### config.mk
export PLATFORM = sky130hd
export DESIGN_NAME = ddr_cmd_host
export DESIGN_NICKNAME = d
export VERILOG_FILES = /design/src/hdl/ddr_host_pkg.sv /design/src/hdl/ddr_cmd_host.sv
export SDC_FILE = /design/constraint.sdc
export NUM_CORES = 1
export LEC_CHECK = 0
export BUFFER_PORTS_ARGS = -buffer_cell sky130_fd_sc_hd__buf_2
export CELL_PAD_IN_SITES_DETAIL_PLACEMENT = 1
export CELL_PAD_IN_SITES_GLOBAL_PLACEMENT = 1
export CORE_MARGIN = 8
export CORE_UTILIZATION = 43
export DETAILED_ROUTE_END_ITERATION = 7
export GPL_TIMING_DRIVEN = 0
export PLACE_DENSITY = 0.91
export SLEW_MARGIN = 25
export SYNTH_ARGS = -nofsm -noshare
export SYNTH_HDL_FRONTEND = slang
export SYNTH_SLANG_ARGS = --single-unit
export TNS_END_PERCENT = 5
### constraint.sdc
create_clock -name pclk -period 3.7 [get_ports pclk]
set_clock_uncertainty 0.2 [all_clocks]
set_input_delay 0.555 -clock pclk [delete_from_list [all_inputs] [get_ports pclk]]
set_output_delay 0.555 -clock pclk [all_outputs]
set_load 0.005 [all_outputs]
### src/hdl/ddr_host_pkg.sv
// Constants, command codes and register map of the memory command host
package ddr_host_pkg;
    // Register map, byte addresses of 32-bit words
    localparam logic [7:0] REG_CMD = 8'h00; // Write: opcode, starts a command
    localparam logic [7:0] REG_ADDR = 8'h04; // Address, bank, bank group
    localparam logic [7:0] REG_STATUS = 8'h08; // Read state, write 1 clears refused
    // Command register and address register fields
    localparam int OP_W = 4;
    localparam int ADDR_W = 17;
    localparam int BA_LSB = 17;
    localparam int BG_LSB = 19;
    // Status bit positions
    localparam int ST_BUSY = 0;
    localparam int ST_REFUSED = 1;
    localparam int ST_MPX = 2;
    localparam int ST_SELF_REF = 3;
    localparam int ST_PWR_DOWN = 4;
    localparam int ST_BANKS_OPEN = 5;
    localparam int ST_TEMP_LSB = 8;
    localparam int ST_CAL_LSB = 12;
    // Mode register numbers and fields inside the address word
    localparam logic [2:0] MR_BURST = 3'h0;
    localparam logic [2:0] MR_TEMP = 3'h2;
    localparam logic [2:0] MR_ACCESS = 3'h3;
    localparam logic [2:0] MR_LAT = 3'h4;
    localparam logic [2:0] MR_PARITY = 3'h5;
    localparam int BL_LSB = 0;
    localparam logic [1:0] BL_ON_THE_FLY = 2'h1;
    localparam int TEMP_LSB = 6;
    localparam int MPX_BIT = 2;
    localparam int FGR_LSB = 6;
    localparam int CAL_LSB = 6;
    localparam int PAR_LSB = 0;
    localparam int DBI_RD_BIT = 12;
    localparam logic [2:0] BURST8_COL = 3'h0;
    localparam logic [2:0] CHOP4_COL = 3'h4;
    // Host commands
    typedef enum logic [3:0] {
        OP_DES, OP_NOP, OP_MRS, OP_REF, OP_PRE_ALL, OP_ACT, OP_RD, OP_WR,
        OP_SRE, OP_SRX, OP_PDE, OP_PDX, OP_RESET
    } host_op_e;
    // Wait figures in memory clock cycles, divider in pclk cycles
    localparam int TMOD_CK = 24; // Mode register update delay
    localparam int TRP_CK = 16; // Precharge time
    localparam int TRFC_CK = 64; // Refresh cycle time
    localparam int BURST_CK = 4; // Burst of 8 on the data bus
    localparam int EXIT_WIN_CK = 8; // Max power saving exit window
    localparam int RESET_CK = 32; // Reset pin held low
    localparam int CK_HALF = 2; // Pclk cycles per half memory clock
    localparam int CNT_W = 8;
endpackage

### src/hdl/ddr_cmd_host.sv
// Memory command host: APB registers, memory clock divider, command sequencer
// Operation
// (RL1) Command follows chip select by latency
// (RL2) Device may idle receivers after command
// (RL3) Back-to-back commands keep receivers on
// (RL4) Wait update delay plus latency after MRS
// (RL5) Space mode sets by delay plus latency
// (RL6) Spacing uses newly programmed latency
// (RL7) Both temp bits select automatic self refresh
// (RL8) Temp bits decode four self refresh modes
// (RL9) Temp mode changes only outside self refresh
// (RL10) NOP exit needs parity and latency off
// (RL11) Only NOPs during exit window
// (RL12) NOP is chip select low, rest high
// (RL13) Four pages of four byte registers
// (RL14) Banks precharged before access mode set
// (RL15) No bus inversion during register reads
// (RL16) Reads go to selected register location
// (RL17) Access mode allows few commands only
// (RL18) Location from read address, halves
// (RL19) No power-down or self refresh there
// (RL20) Only 1x refresh, wait refresh time
// (RL21) Finish reads/writes before refresh
// (RL22) Reset allowed in access mode
// (RL23) Reads only burst 8 or chop 4
// (RL24) Page 0 patterns kept until reinit
// (RL25) Page 2 returns mode registers
//
// The register offsets and register access over APB were left to the implementer.
`timescale 1ns/1ps
module ddr_cmd_host (
    input wire logic pclk,
    input wire logic presetn,
    input wire logic psel,
    input wire logic penable,
    input wire logic pwrite,
    input wire logic [7:0] paddr,
    input wire logic [31:0] pwdata,
    output logic [31:0] prdata,
    output logic pready,
    output logic pslverr,
    output logic ck,
    output logic cke,
    output logic cs_n,
    output logic act_n,
    output logic ras_n,
    output logic cas_n,
    output logic we_n,
    output logic [ddr_host_pkg::ADDR_W-1:0] addr,
    output logic [1:0] ba,
    output logic [1:0] bg,
    output logic reset_n
);
    typedef enum logic [1:0] {ST_IDLE, ST_LEAD, ST_WAIT} seq_e;

    // Latency code to clock cycles, zero means latency off
    function automatic logic [3:0] cal_cycles(input logic [2:0] code);
        case (code)
            3'h1: cal_cycles = 4'h3;
            3'h2: cal_cycles = 4'h4;
            3'h3: cal_cycles = 4'h5;
            3'h4: cal_cycles = 4'h6;
            3'h5: cal_cycles = 4'h8;
            default: cal_cycles = 4'h0;
        endcase
    endfunction

    // Command pins {act_n, ras_n, cas_n, we_n} for an opcode
    function automatic logic [3:0] cmd_pins(input logic [3:0] op);
        case (op)
            ddr_host_pkg::OP_MRS: cmd_pins = 4'h8;
            ddr_host_pkg::OP_REF, ddr_host_pkg::OP_SRE: cmd_pins = 4'h9;
            ddr_host_pkg::OP_PRE_ALL: cmd_pins = 4'hA;
            ddr_host_pkg::OP_ACT: cmd_pins = 4'h7;
            ddr_host_pkg::OP_RD: cmd_pins = 4'hD;
            ddr_host_pkg::OP_WR: cmd_pins = 4'hC;
            default: cmd_pins = 4'hF;
        endcase
    endfunction

    // Software registers and tracked device state
    logic [3:0] op; // Pending opcode
    logic [31:0] addr_reg; // Address word for next command
    logic pending; // Command waiting for the sequencer
    logic refused; // Sticky: a command was refused, as illegal or written while busy
    logic [2:0] cal_code; // Shadow of programmed latency
    logic [1:0] temp_mode; // Shadow of self refresh temperature mode
    logic [2:0] parity_code; // Shadow of parity setting
    logic mpx; // Multipurpose register access mode on
    logic in_sr; // Device in self refresh
    logic in_pd; // Device in power-down
    logic sr_nop_exit; // Captured at entry: NOP exit allowed
    logic banks_open; // Some bank activated since last precharge
    logic nop_win; // Inside exit window, NOPs only
    seq_e state;
    logic [ddr_host_pkg::CNT_W-1:0] cnt; // Lead or spacing counter
    logic [1:0] div_cnt; // Memory clock divider

    // APB decode
    wire apb_acc = psel && penable && pready;
    wire wr_cmd = apb_acc && pwrite && paddr == ddr_host_pkg::REG_CMD;
    wire wr_addr = apb_acc && pwrite && paddr == ddr_host_pkg::REG_ADDR;
    wire wr_stat = apb_acc && pwrite && paddr == ddr_host_pkg::REG_STATUS;
    wire mapped = paddr == ddr_host_pkg::REG_CMD || paddr == ddr_host_pkg::REG_ADDR
        || paddr == ddr_host_pkg::REG_STATUS;
    wire busy = pending || state != ST_IDLE;

    // Memory clock edges: sequencer moves pins while ck is low-going
    wire div_end = div_cnt == 2'(ddr_host_pkg::CK_HALF - 1);
    wire ck_fall = div_end && ck;

    // Fields of the pending command
    wire [2:0] mr_sel = {addr_reg[ddr_host_pkg::BG_LSB], addr_reg[ddr_host_pkg::BA_LSB +: 2]};
    wire is_mrs = op == ddr_host_pkg::OP_MRS;
    wire mrs_lat = is_mrs && mr_sel == ddr_host_pkg::MR_LAT;
    wire mrs_temp = is_mrs && mr_sel == ddr_host_pkg::MR_TEMP;
    wire mrs_acc = is_mrs && mr_sel == ddr_host_pkg::MR_ACCESS;
    wire mrs_par = is_mrs && mr_sel == ddr_host_pkg::MR_PARITY;
    wire mrs_bl = is_mrs && mr_sel == ddr_host_pkg::MR_BURST;
    wire [2:0] new_cal = mrs_lat ? addr_reg[ddr_host_pkg::CAL_LSB +: 3] : cal_code; // RL6
    wire cal_on = cal_code != 3'h0;
    wire cke_only = op == ddr_host_pkg::OP_SRX || op == ddr_host_pkg::OP_PDX
        || op == ddr_host_pkg::OP_RESET;
    wire use_lead = cal_on && !cke_only; // RL1
    wire [2:0] col = addr_reg[2:0];

    // Legal commands while in access mode
    wire mpx_legal = op == ddr_host_pkg::OP_MRS || op == ddr_host_pkg::OP_RD
        || op == ddr_host_pkg::OP_WR || op == ddr_host_pkg::OP_DES
        || op == ddr_host_pkg::OP_REF || op == ddr_host_pkg::OP_RESET; // RL17 RL19 RL22
    wire mpx_bad = mpx && (!mpx_legal // RL17 RL19
        || (op == ddr_host_pkg::OP_RD && col != ddr_host_pkg::BURST8_COL
            && col != ddr_host_pkg::CHOP4_COL) // RL23
        || (mrs_bl && addr_reg[ddr_host_pkg::BL_LSB +: 2] == ddr_host_pkg::BL_ON_THE_FLY) // RL23
        || (mrs_par && addr_reg[ddr_host_pkg::DBI_RD_BIT]) // RL15
        || (mrs_acc && addr_reg[ddr_host_pkg::FGR_LSB +: 3] != 3'h0)); // RL20
    wire prech_bad = mrs_acc && addr_reg[ddr_host_pkg::MPX_BIT] && banks_open; // RL14
    // Self refresh locks the mode; only exit or reset is taken there
    wire sr_bad = in_sr ? op != ddr_host_pkg::OP_SRX && op != ddr_host_pkg::OP_RESET
        : op == ddr_host_pkg::OP_SRX; // RL9
    wire pd_bad = in_pd ? op != ddr_host_pkg::OP_PDX && op != ddr_host_pkg::OP_RESET
        : op == ddr_host_pkg::OP_PDX;
    wire refuse = op != ddr_host_pkg::OP_RESET && (mpx_bad || prech_bad || sr_bad || pd_bad);

    // Acceptance and the cycle where command pins are driven
    wire go = ck_fall && state == ST_IDLE && pending;
    wire accept = go && !refuse;
    wire issue = (accept && !use_lead) || (ck_fall && state == ST_LEAD && cnt == '0);

    // Spacing after the command, in memory clock cycles
    wire [3:0] new_lat = cal_cycles(new_cal);
    wire [ddr_host_pkg::CNT_W-1:0] mrs_space =
        ddr_host_pkg::CNT_W'(ddr_host_pkg::TMOD_CK) + ddr_host_pkg::CNT_W'(new_lat); // RL4 RL5
    logic [ddr_host_pkg::CNT_W-1:0] space;
    always_comb begin
        case (op)
            ddr_host_pkg::OP_MRS: space = mrs_space;
            ddr_host_pkg::OP_REF: space = ddr_host_pkg::CNT_W'(ddr_host_pkg::TRFC_CK); // RL20
            ddr_host_pkg::OP_PRE_ALL: space = ddr_host_pkg::CNT_W'(ddr_host_pkg::TRP_CK);
            ddr_host_pkg::OP_RD, ddr_host_pkg::OP_WR:
                space = ddr_host_pkg::CNT_W'(ddr_host_pkg::BURST_CK); // RL21
            ddr_host_pkg::OP_SRX: space = ddr_host_pkg::CNT_W'(ddr_host_pkg::EXIT_WIN_CK);
            ddr_host_pkg::OP_RESET: space = ddr_host_pkg::CNT_W'(ddr_host_pkg::RESET_CK);
            default: space = ddr_host_pkg::CNT_W'(1);
        endcase
    end

    // Status word
    wire [31:0] status = {16'h0, 1'b0, cal_code, 2'h0, temp_mode, 2'h0, banks_open,
        in_pd, in_sr, mpx, refused, busy};

    // APB answer: one wait state, then data and error together
    always_ff @(posedge pclk or negedge presetn) begin
        if (!presetn) begin
            pready <= 1'b0;
            pslverr <= 1'b0;
            prdata <= 32'h0;
        end else begin
            pready <= psel && penable && !pready;
            pslverr <= psel && penable && !pready && !mapped;
            prdata <= (psel && !pwrite && paddr == ddr_host_pkg::REG_STATUS) ? status : 32'h0;
        end
    end

    // Software writes; a command written while busy is refused
    always_ff @(posedge pclk or negedge presetn) begin
        if (!presetn) begin
            op <= 4'h0;
            addr_reg <= 32'h0;
            pending <= 1'b0;
            refused <= 1'b0;
        end else begin
            if (wr_addr)
                addr_reg <= pwdata;
            if (wr_cmd && !busy) begin
                op <= pwdata[ddr_host_pkg::OP_W-1:0];
                pending <= 1'b1;
            end else if (go) begin
                pending <= 1'b0;
            end
            // Set wins over the write-one clear
            if ((go && refuse) || (wr_cmd && busy))
                refused <= 1'b1;
            else if (wr_stat && pwdata[ddr_host_pkg::ST_REFUSED])
                refused <= 1'b0;
        end
    end

    // Memory clock divider, driven out as ck
    always_ff @(posedge pclk or negedge presetn) begin
        if (!presetn) begin
            div_cnt <= 2'h0;
            ck <= 1'b0;
        end else begin
            div_cnt <= div_end ? 2'h0 : div_cnt + 2'h1;
            if (div_end)
                ck <= !ck;
        end
    end

    // Sequencer: latency lead, command drive, spacing wait
    always_ff @(posedge pclk or negedge presetn) begin
        if (!presetn) begin
            state <= ST_IDLE;
            cnt <= '0;
        end else if (ck_fall) begin
            case (state)
                ST_IDLE: begin
                    if (accept && use_lead) begin
                        state <= ST_LEAD;
                        cnt <= ddr_host_pkg::CNT_W'(cal_cycles(cal_code) - 4'h1); // RL1
                    end else if (accept) begin
                        state <= ST_WAIT;
                        cnt <= space;
                    end
                end
                ST_LEAD: begin
                    if (cnt == '0) begin
                        state <= ST_WAIT;
                        cnt <= space;
                    end else begin
                        cnt <= cnt - 1'b1;
                    end
                end
                ST_WAIT: begin
                    if (cnt == ddr_host_pkg::CNT_W'(1))
                        state <= ST_IDLE;
                    cnt <= cnt - 1'b1;
                end
                default: state <= ST_IDLE;
            endcase
        end
    end

    // Command and address pins; chip select on the lead cycle if latency is on, else with the command save reset and non-NOP exits, and for exit window NOPs
    always_ff @(posedge pclk or negedge presetn) begin
        if (!presetn) begin
            cs_n <= 1'b1;
            {act_n, ras_n, cas_n, we_n} <= 4'hF;
            addr <= '0;
            ba <= 2'h0;
            bg <= 2'h0;
        end else if (ck_fall) begin
            if (accept && use_lead) begin
                cs_n <= 1'b0; // RL1
                {act_n, ras_n, cas_n, we_n} <= 4'hF;
            end else if (issue) begin
                // Exit by NOP and commands without latency take chip select low; commands after a latency lead, other exits and reset deselect
                cs_n <= use_lead || (cke_only && !(op == ddr_host_pkg::OP_SRX && sr_nop_exit));
                {act_n, ras_n, cas_n, we_n} <= cmd_pins(op); // RL12
                addr <= addr_reg[ddr_host_pkg::ADDR_W-1:0];
                ba <= addr_reg[ddr_host_pkg::BA_LSB +: 2];
                bg <= addr_reg[ddr_host_pkg::BG_LSB +: 2];
            end else begin
                cs_n <= !nop_win || state != ST_WAIT || cnt == ddr_host_pkg::CNT_W'(1); // RL11
                {act_n, ras_n, cas_n, we_n} <= 4'hF;
            end
        end
    end

    // Clock enable, reset pin and shadows of the device mode
    always_ff @(posedge pclk or negedge presetn) begin
        if (!presetn) begin
            cke <= 1'b1;
            reset_n <= 1'b1;
            cal_code <= 3'h0;
            temp_mode <= 2'h0;
            parity_code <= 3'h0;
            mpx <= 1'b0;
            in_sr <= 1'b0;
            in_pd <= 1'b0;
            sr_nop_exit <= 1'b0;
            banks_open <= 1'b0;
            nop_win <= 1'b0;
        end else if (ck_fall) begin
            if (state == ST_WAIT && cnt == ddr_host_pkg::CNT_W'(1)) begin
                reset_n <= 1'b1;
                nop_win <= 1'b0;
            end
            if (issue) begin
                case (op)
                    ddr_host_pkg::OP_MRS: begin
                        cal_code <= new_cal; // RL6
                        if (mrs_temp)
                            temp_mode <= addr_reg[ddr_host_pkg::TEMP_LSB +: 2]; // RL7 RL8
                        if (mrs_par)
                            parity_code <= addr_reg[ddr_host_pkg::PAR_LSB +: 3];
                        if (mrs_acc)
                            mpx <= addr_reg[ddr_host_pkg::MPX_BIT];
                    end
                    ddr_host_pkg::OP_ACT: banks_open <= 1'b1;
                    ddr_host_pkg::OP_PRE_ALL: banks_open <= 1'b0;
                    ddr_host_pkg::OP_SRE: begin
                        cke <= 1'b0;
                        in_sr <= 1'b1; // RL9
                        sr_nop_exit <= parity_code == 3'h0 && !cal_on; // RL10
                    end
                    ddr_host_pkg::OP_SRX: begin
                        cke <= 1'b1;
                        in_sr <= 1'b0;
                        nop_win <= sr_nop_exit; // RL11
                    end
                    ddr_host_pkg::OP_PDE: begin
                        cke <= 1'b0;
                        in_pd <= 1'b1;
                    end
                    ddr_host_pkg::OP_PDX: begin
                        cke <= 1'b1;
                        in_pd <= 1'b0;
                    end
                    ddr_host_pkg::OP_RESET: begin
                        // Device needs full initialization afterwards
                        reset_n <= 1'b0; // RL22
                        cke <= 1'b0;
                        {cal_code, temp_mode, parity_code} <= 8'h00;
                        {mpx, in_sr, in_pd, banks_open} <= 4'h0;
                    end
                    default: cke <= cke;
                endcase
            end
        end
    end

    // Checks on the driven command stream and the APB answer
    AST_CAL_LEAD: assert property (@(posedge pclk) disable iff (!presetn) // RL1
        (ck_fall && accept && use_lead) |=> !cs_n && act_n && ras_n && cas_n && we_n)
        else $error("latency lead cycle does not show bare chip select");
    AST_MRS_SPACE: assert property (@(posedge pclk) disable iff (!presetn) // RL4
        (issue && is_mrs) |=> state == ST_WAIT && cnt == $past(mrs_space))
        else $error("mode set spacing not loaded with delay plus latency");
    AST_MRS_NEXT: assert property (@(posedge pclk) disable iff (!presetn) // RL5
        (issue && is_mrs) |=> !issue [*8])
        else $error("command issued too soon after mode set");
    AST_SR_LOCK: assert property (@(posedge pclk) disable iff (!presetn) // RL9
        in_sr |-> !(issue && is_mrs))
        else $error("mode register set during self refresh");
    AST_NOP_WIN: assert property (@(posedge pclk) disable iff (!presetn) // RL11
        (nop_win && !cs_n) |-> act_n && ras_n && cas_n && we_n)
        else $error("non NOP command in exit window");
    AST_PRECHG: assert property (@(posedge pclk) disable iff (!presetn) // RL14
        (issue && mrs_acc && addr_reg[ddr_host_pkg::MPX_BIT]) |-> !banks_open)
        else $error("access mode entered with an open bank");
    AST_MPX_LEGAL: assert property (@(posedge pclk) disable iff (!presetn) // RL17
        (issue && mpx) |-> mpx_legal)
        else $error("illegal command in access mode");
    AST_MPX_NO_SR: assert property (@(posedge pclk) disable iff (!presetn) // RL19
        mpx |-> !(issue && (op == ddr_host_pkg::OP_SRE || op == ddr_host_pkg::OP_PDE)))
        else $error("power-down or self refresh in access mode");
    AST_MPX_BURST: assert property (@(posedge pclk) disable iff (!presetn) // RL23
        (issue && mpx && op == ddr_host_pkg::OP_RD) |-> col[1:0] == 2'h0)
        else $error("access mode read not burst 8 or chop 4");
    AST_REF_WAIT: assert property (@(posedge pclk) disable iff (!presetn) // RL20
        (issue && op == ddr_host_pkg::OP_REF) |=> cnt == ddr_host_pkg::CNT_W'(ddr_host_pkg::TRFC_CK))
        else $error("refresh wait not loaded");
    AST_APB_READY: assert property (@(posedge pclk) disable iff (!presetn)
        (psel && penable && !pready) |=> pready)
        else $error("bus answer late");
    COV_CAL_MRS: cover property (@(posedge pclk) disable iff (!presetn) issue && is_mrs && cal_on);
    COV_NOP_EXIT: cover property (@(posedge pclk) disable iff (!presetn) nop_win && !cs_n);
    COV_MPX_READ: cover property (@(posedge pclk) disable iff (!presetn)
        issue && mpx && op == ddr_host_pkg::OP_RD);
    COV_REFUSE: cover property (@(posedge pclk) disable iff (!presetn) go && refuse);
endmodule // ddr_cmd_host

==> impl_metrics.env <==
export IMPL_outcome="finished clean"
export IMPL_grt_pass1_vias=4554
export IMPL_ys_flop_type="dfrtp_1"
export IMPL_path_max_fanout=10
export IMPL_nets=651
export IMPL_diodes=0
export IMPL_synth_seq_area_share_pct=46.4
export IMPL_num_vias=4125
export IMPL_dp_hpwl_um=11100
export IMPL_die_area_um2=15700
export IMPL_layout_setup_ws_ns=0.553
export IMPL_r2r_slack_ns=0.55
export IMPL_synth_adder_area_share_pct=2.19
export IMPL_cts_num_sinks=95
export IMPL_synth_edf_count=0
export IMPL_critPathKind="reg -> reg"
export IMPL_cts_buffers=9
export IMPL_path_delay_family="compound AO/OA/AOI/OAI gates"
export IMPL_gp_congestion=0.877
export IMPL_reg2reg_to="addr[2]"
export IMPL_p_leak_uw=0.00291
export IMPL_finalHoldViolations=0
export IMPL_largest_reg_flops=38
export IMPL_drt_pass1_iter_count=5
export IMPL_cts_htree_levels=3
export IMPL_dp_cells=732
export IMPL_pre_cts_ws_ns=0.630
export IMPL_fin_cells=749
export IMPL_startpoint="addr_reg[1]"
export IMPL_drtIter0Drc=220
export IMPL_clock_root_buffer="clkbuf_16"
export IMPL_clock_path_buffers=2
export IMPL_r2r_start="addr_reg[1]"
export IMPL_clkSlewWorstSetupHoldPaths_ns=0.07
export IMPL_drt_wl_total_um=14500
export IMPL_worst_setup_path_start_kind="flip-flop"
export IMPL_clk_latency_ns=0.36
export IMPL_place_area_um2=5810
export IMPL_detail_route_antenna_nets=0
export IMPL_finalCoreUtilization_pct=51.5
export IMPL_path_cells="or3b_1 > a31o_2 > a211oi_2 > a31oi_4 > nor2_4 > buf_6 > mux2_4"
export IMPL_synth_cell_types=68
export IMPL_grt_max_degree=53
export IMPL_ys_warn_count=0
export IMPL_start_util_pct=43.4
export IMPL_cts_tree="built"
export IMPL_reg2reg_depth=7
export IMPL_fmax_mhz=318
export IMPL_layout_min_cycle_time_ns=3.15
export IMPL_cp_arrival_ns=3.19
export IMPL_fin_tns_setup_ns=0
export IMPL_synth_xor_area_share_pct=0.851
export IMPL_slowest_delay_ns=0.58
export IMPL_core_area_um2=11900
export IMPL_stdcell_area_um2=6110
export IMPL_synthCells=489
export IMPL_layout_common_cells="88 x dfrtp_1, 81 x buf_2, 35 x nor2_1"
export IMPL_final_max_slew_violation_count=0
export IMPL_grt_pass1_wl_um=24000
export IMPL_netlist_area_um2=5140
export IMPL_cp_buffers_inverters=1
export IMPL_async_reset_ff_share_pct=100
export IMPL_rows=40
export IMPL_worst_endpoint_required_ns=3.74
export IMPL_pin_count=108
export IMPL_final_common_cell="dfrtp_1"
export IMPL_ir_drop_mv=0.241
export IMPL_relSlewSlack_pct=38.9
export IMPL_synth_compound_area_share_pct=14.0
export IMPL_cap_violations=0
export IMPL_hp_class="in -> reg"
export IMPL_synth_simple_area_share_pct=17.3
export IMPL_synthMuxAreaShare_pct=12.4
export IMPL_fp_dieW_um=125
export IMPL_antenna_found_initial=0
export IMPL_worst_pin_slew_ns=0.908
export IMPL_syn_area_per_cell_um2=10.5
export IMPL_grtUsageTotal_pct=18.9
export IMPL_min_to="addr_reg[6]"
export IMPL_port_buffers=75
export IMPL_cp_slowest_cell="a211oi_2"
export IMPL_drc_errors=0
export IMPL_ys_ff_latch=95
export IMPL_wire_per_inst_um=19.3
export IMPL_drive_gt1_share_pct=32.1
export IMPL_power_density_nw_per_um2=371
export IMPL_cp_end_kind="flip-flop"
export IMPL_hold_path_depth=2
export IMPL_viasPerCell=5.51
export IMPL_synth_top_family_by_area="simple AND/OR/NAND/NOR gates"
export IMPL_syn_to_final_growth_pct=18.7
export IMPL_cts_resized=0
export IMPL_min_delay_start="pwdata[6]"
export IMPL_rsz0062_at_grt="false"
export IMPL_die_h_um=125
export IMPL_finalSetupViolCount=0
export IMPL_gr_total_overflow=0
export IMPL_period_share_pct=85.1
## per-layer routing
layer	up-vias	part of all wire (%)	wire (um)	global-route usage, %
li1	1935	-	-	-
met1	2071	42	6140	22.1
met2	99	51	7440	33.1
met3	20	3.7	534	3.74
met4	0	2.3	335	7.88
met5	-	0	0	0
## through the flow
| stage | power, uW | hold WS [ns] |
|---|---|---|
| floorplan | 1280 | 0.0594 |
| global placement | 1360 | 0.253 |
| detailed placement | 1380 | 0.257 |
| CTS | 2280 | 0.223 |
| global route | 2360 | 0.231 |
| finish | 2260 | 0.229 |
## cell usage after synthesis (6+ instances only)
master    count  share of area, %
ha_1          9               2.2
nand3_1      22               2.1
mux2_2       33               7.2
nor3_1        8              0.78
buf_2         7              0.68
nand2b_1      8              0.97
o21ai_0      24               2.3
inv_1        16               1.2
o211ai_1      7               1.0
buf_4        22               3.2
clkbuf_1     12              0.88
dfstp_2       7               3.6
nand3b_1      6              0.88
a21oi_1      23               2.2
and2_1       13               1.6
dfrtp_1      88                43
nand2_1      30               2.2
a31oi_1       9               1.1
mux2_4       17               5.0
nor2_1       35               2.6
## layout make-up
cell class,instances,area (um^2)
Tap cell,147,184
Inverter,16,60.1
Buffer,47,290
Multi-Input combinational cell,351,2480
Fill cell,1339,5760
Sequential cell,95,2390
Timing Repair Buffer,77,419
Clock inverter,6,45.0
Clock buffer,10,239
## worst register-to-register path, cell delays in order, from the launching register on
cell and delay, ns:
dfrtp_1 0.46, or3b_1 0.43, a31o_2 0.27, a211oi_2 0.58
a31oi_4 0.25, nor2_4 0.28, buf_6 0.23, mux2_4 0.32
## power by group
part	total (uW)	leakage, uW	internal [uW]	switching (uW)
logic	281	0.00149	108	173
clock network	898	0.000131	476	422
registers	1090	0.00129	1060	24.6
total	2260	0.00291	1640	619
## timing repair
action                                  CTS  global route
hold buffers                              1             0
endpoints found under the hold margin    40             0
endpoints found under the setup margin    0             0
buffers inserted                          0             0
## how the worst max path moves through the flow
stage	to	slack (ns)	depth (start not counted)
2_1_floorplan	addr[16]	1.02	9
3_3_place_gp	addr[7]	0.75	7
3_5_place_dp	bg[1]	0.63	7
4_1_cts	bg[1]	0.59	7
5_1_grt	addr[2]	0.37	7
6_report	addr[2]	0.55	7
## kinds of logic after synthesis
kind of cell / Yosys count
AOI/OAI and AO/OA: 105
xor gates and xnor gates: 5
adders and majority gates: 9
buffers and inverters: 63
DFF: 95
muxes: 51
other: 1
and+or+nand+nor: 160
Power figures use the tool's default switching activity.
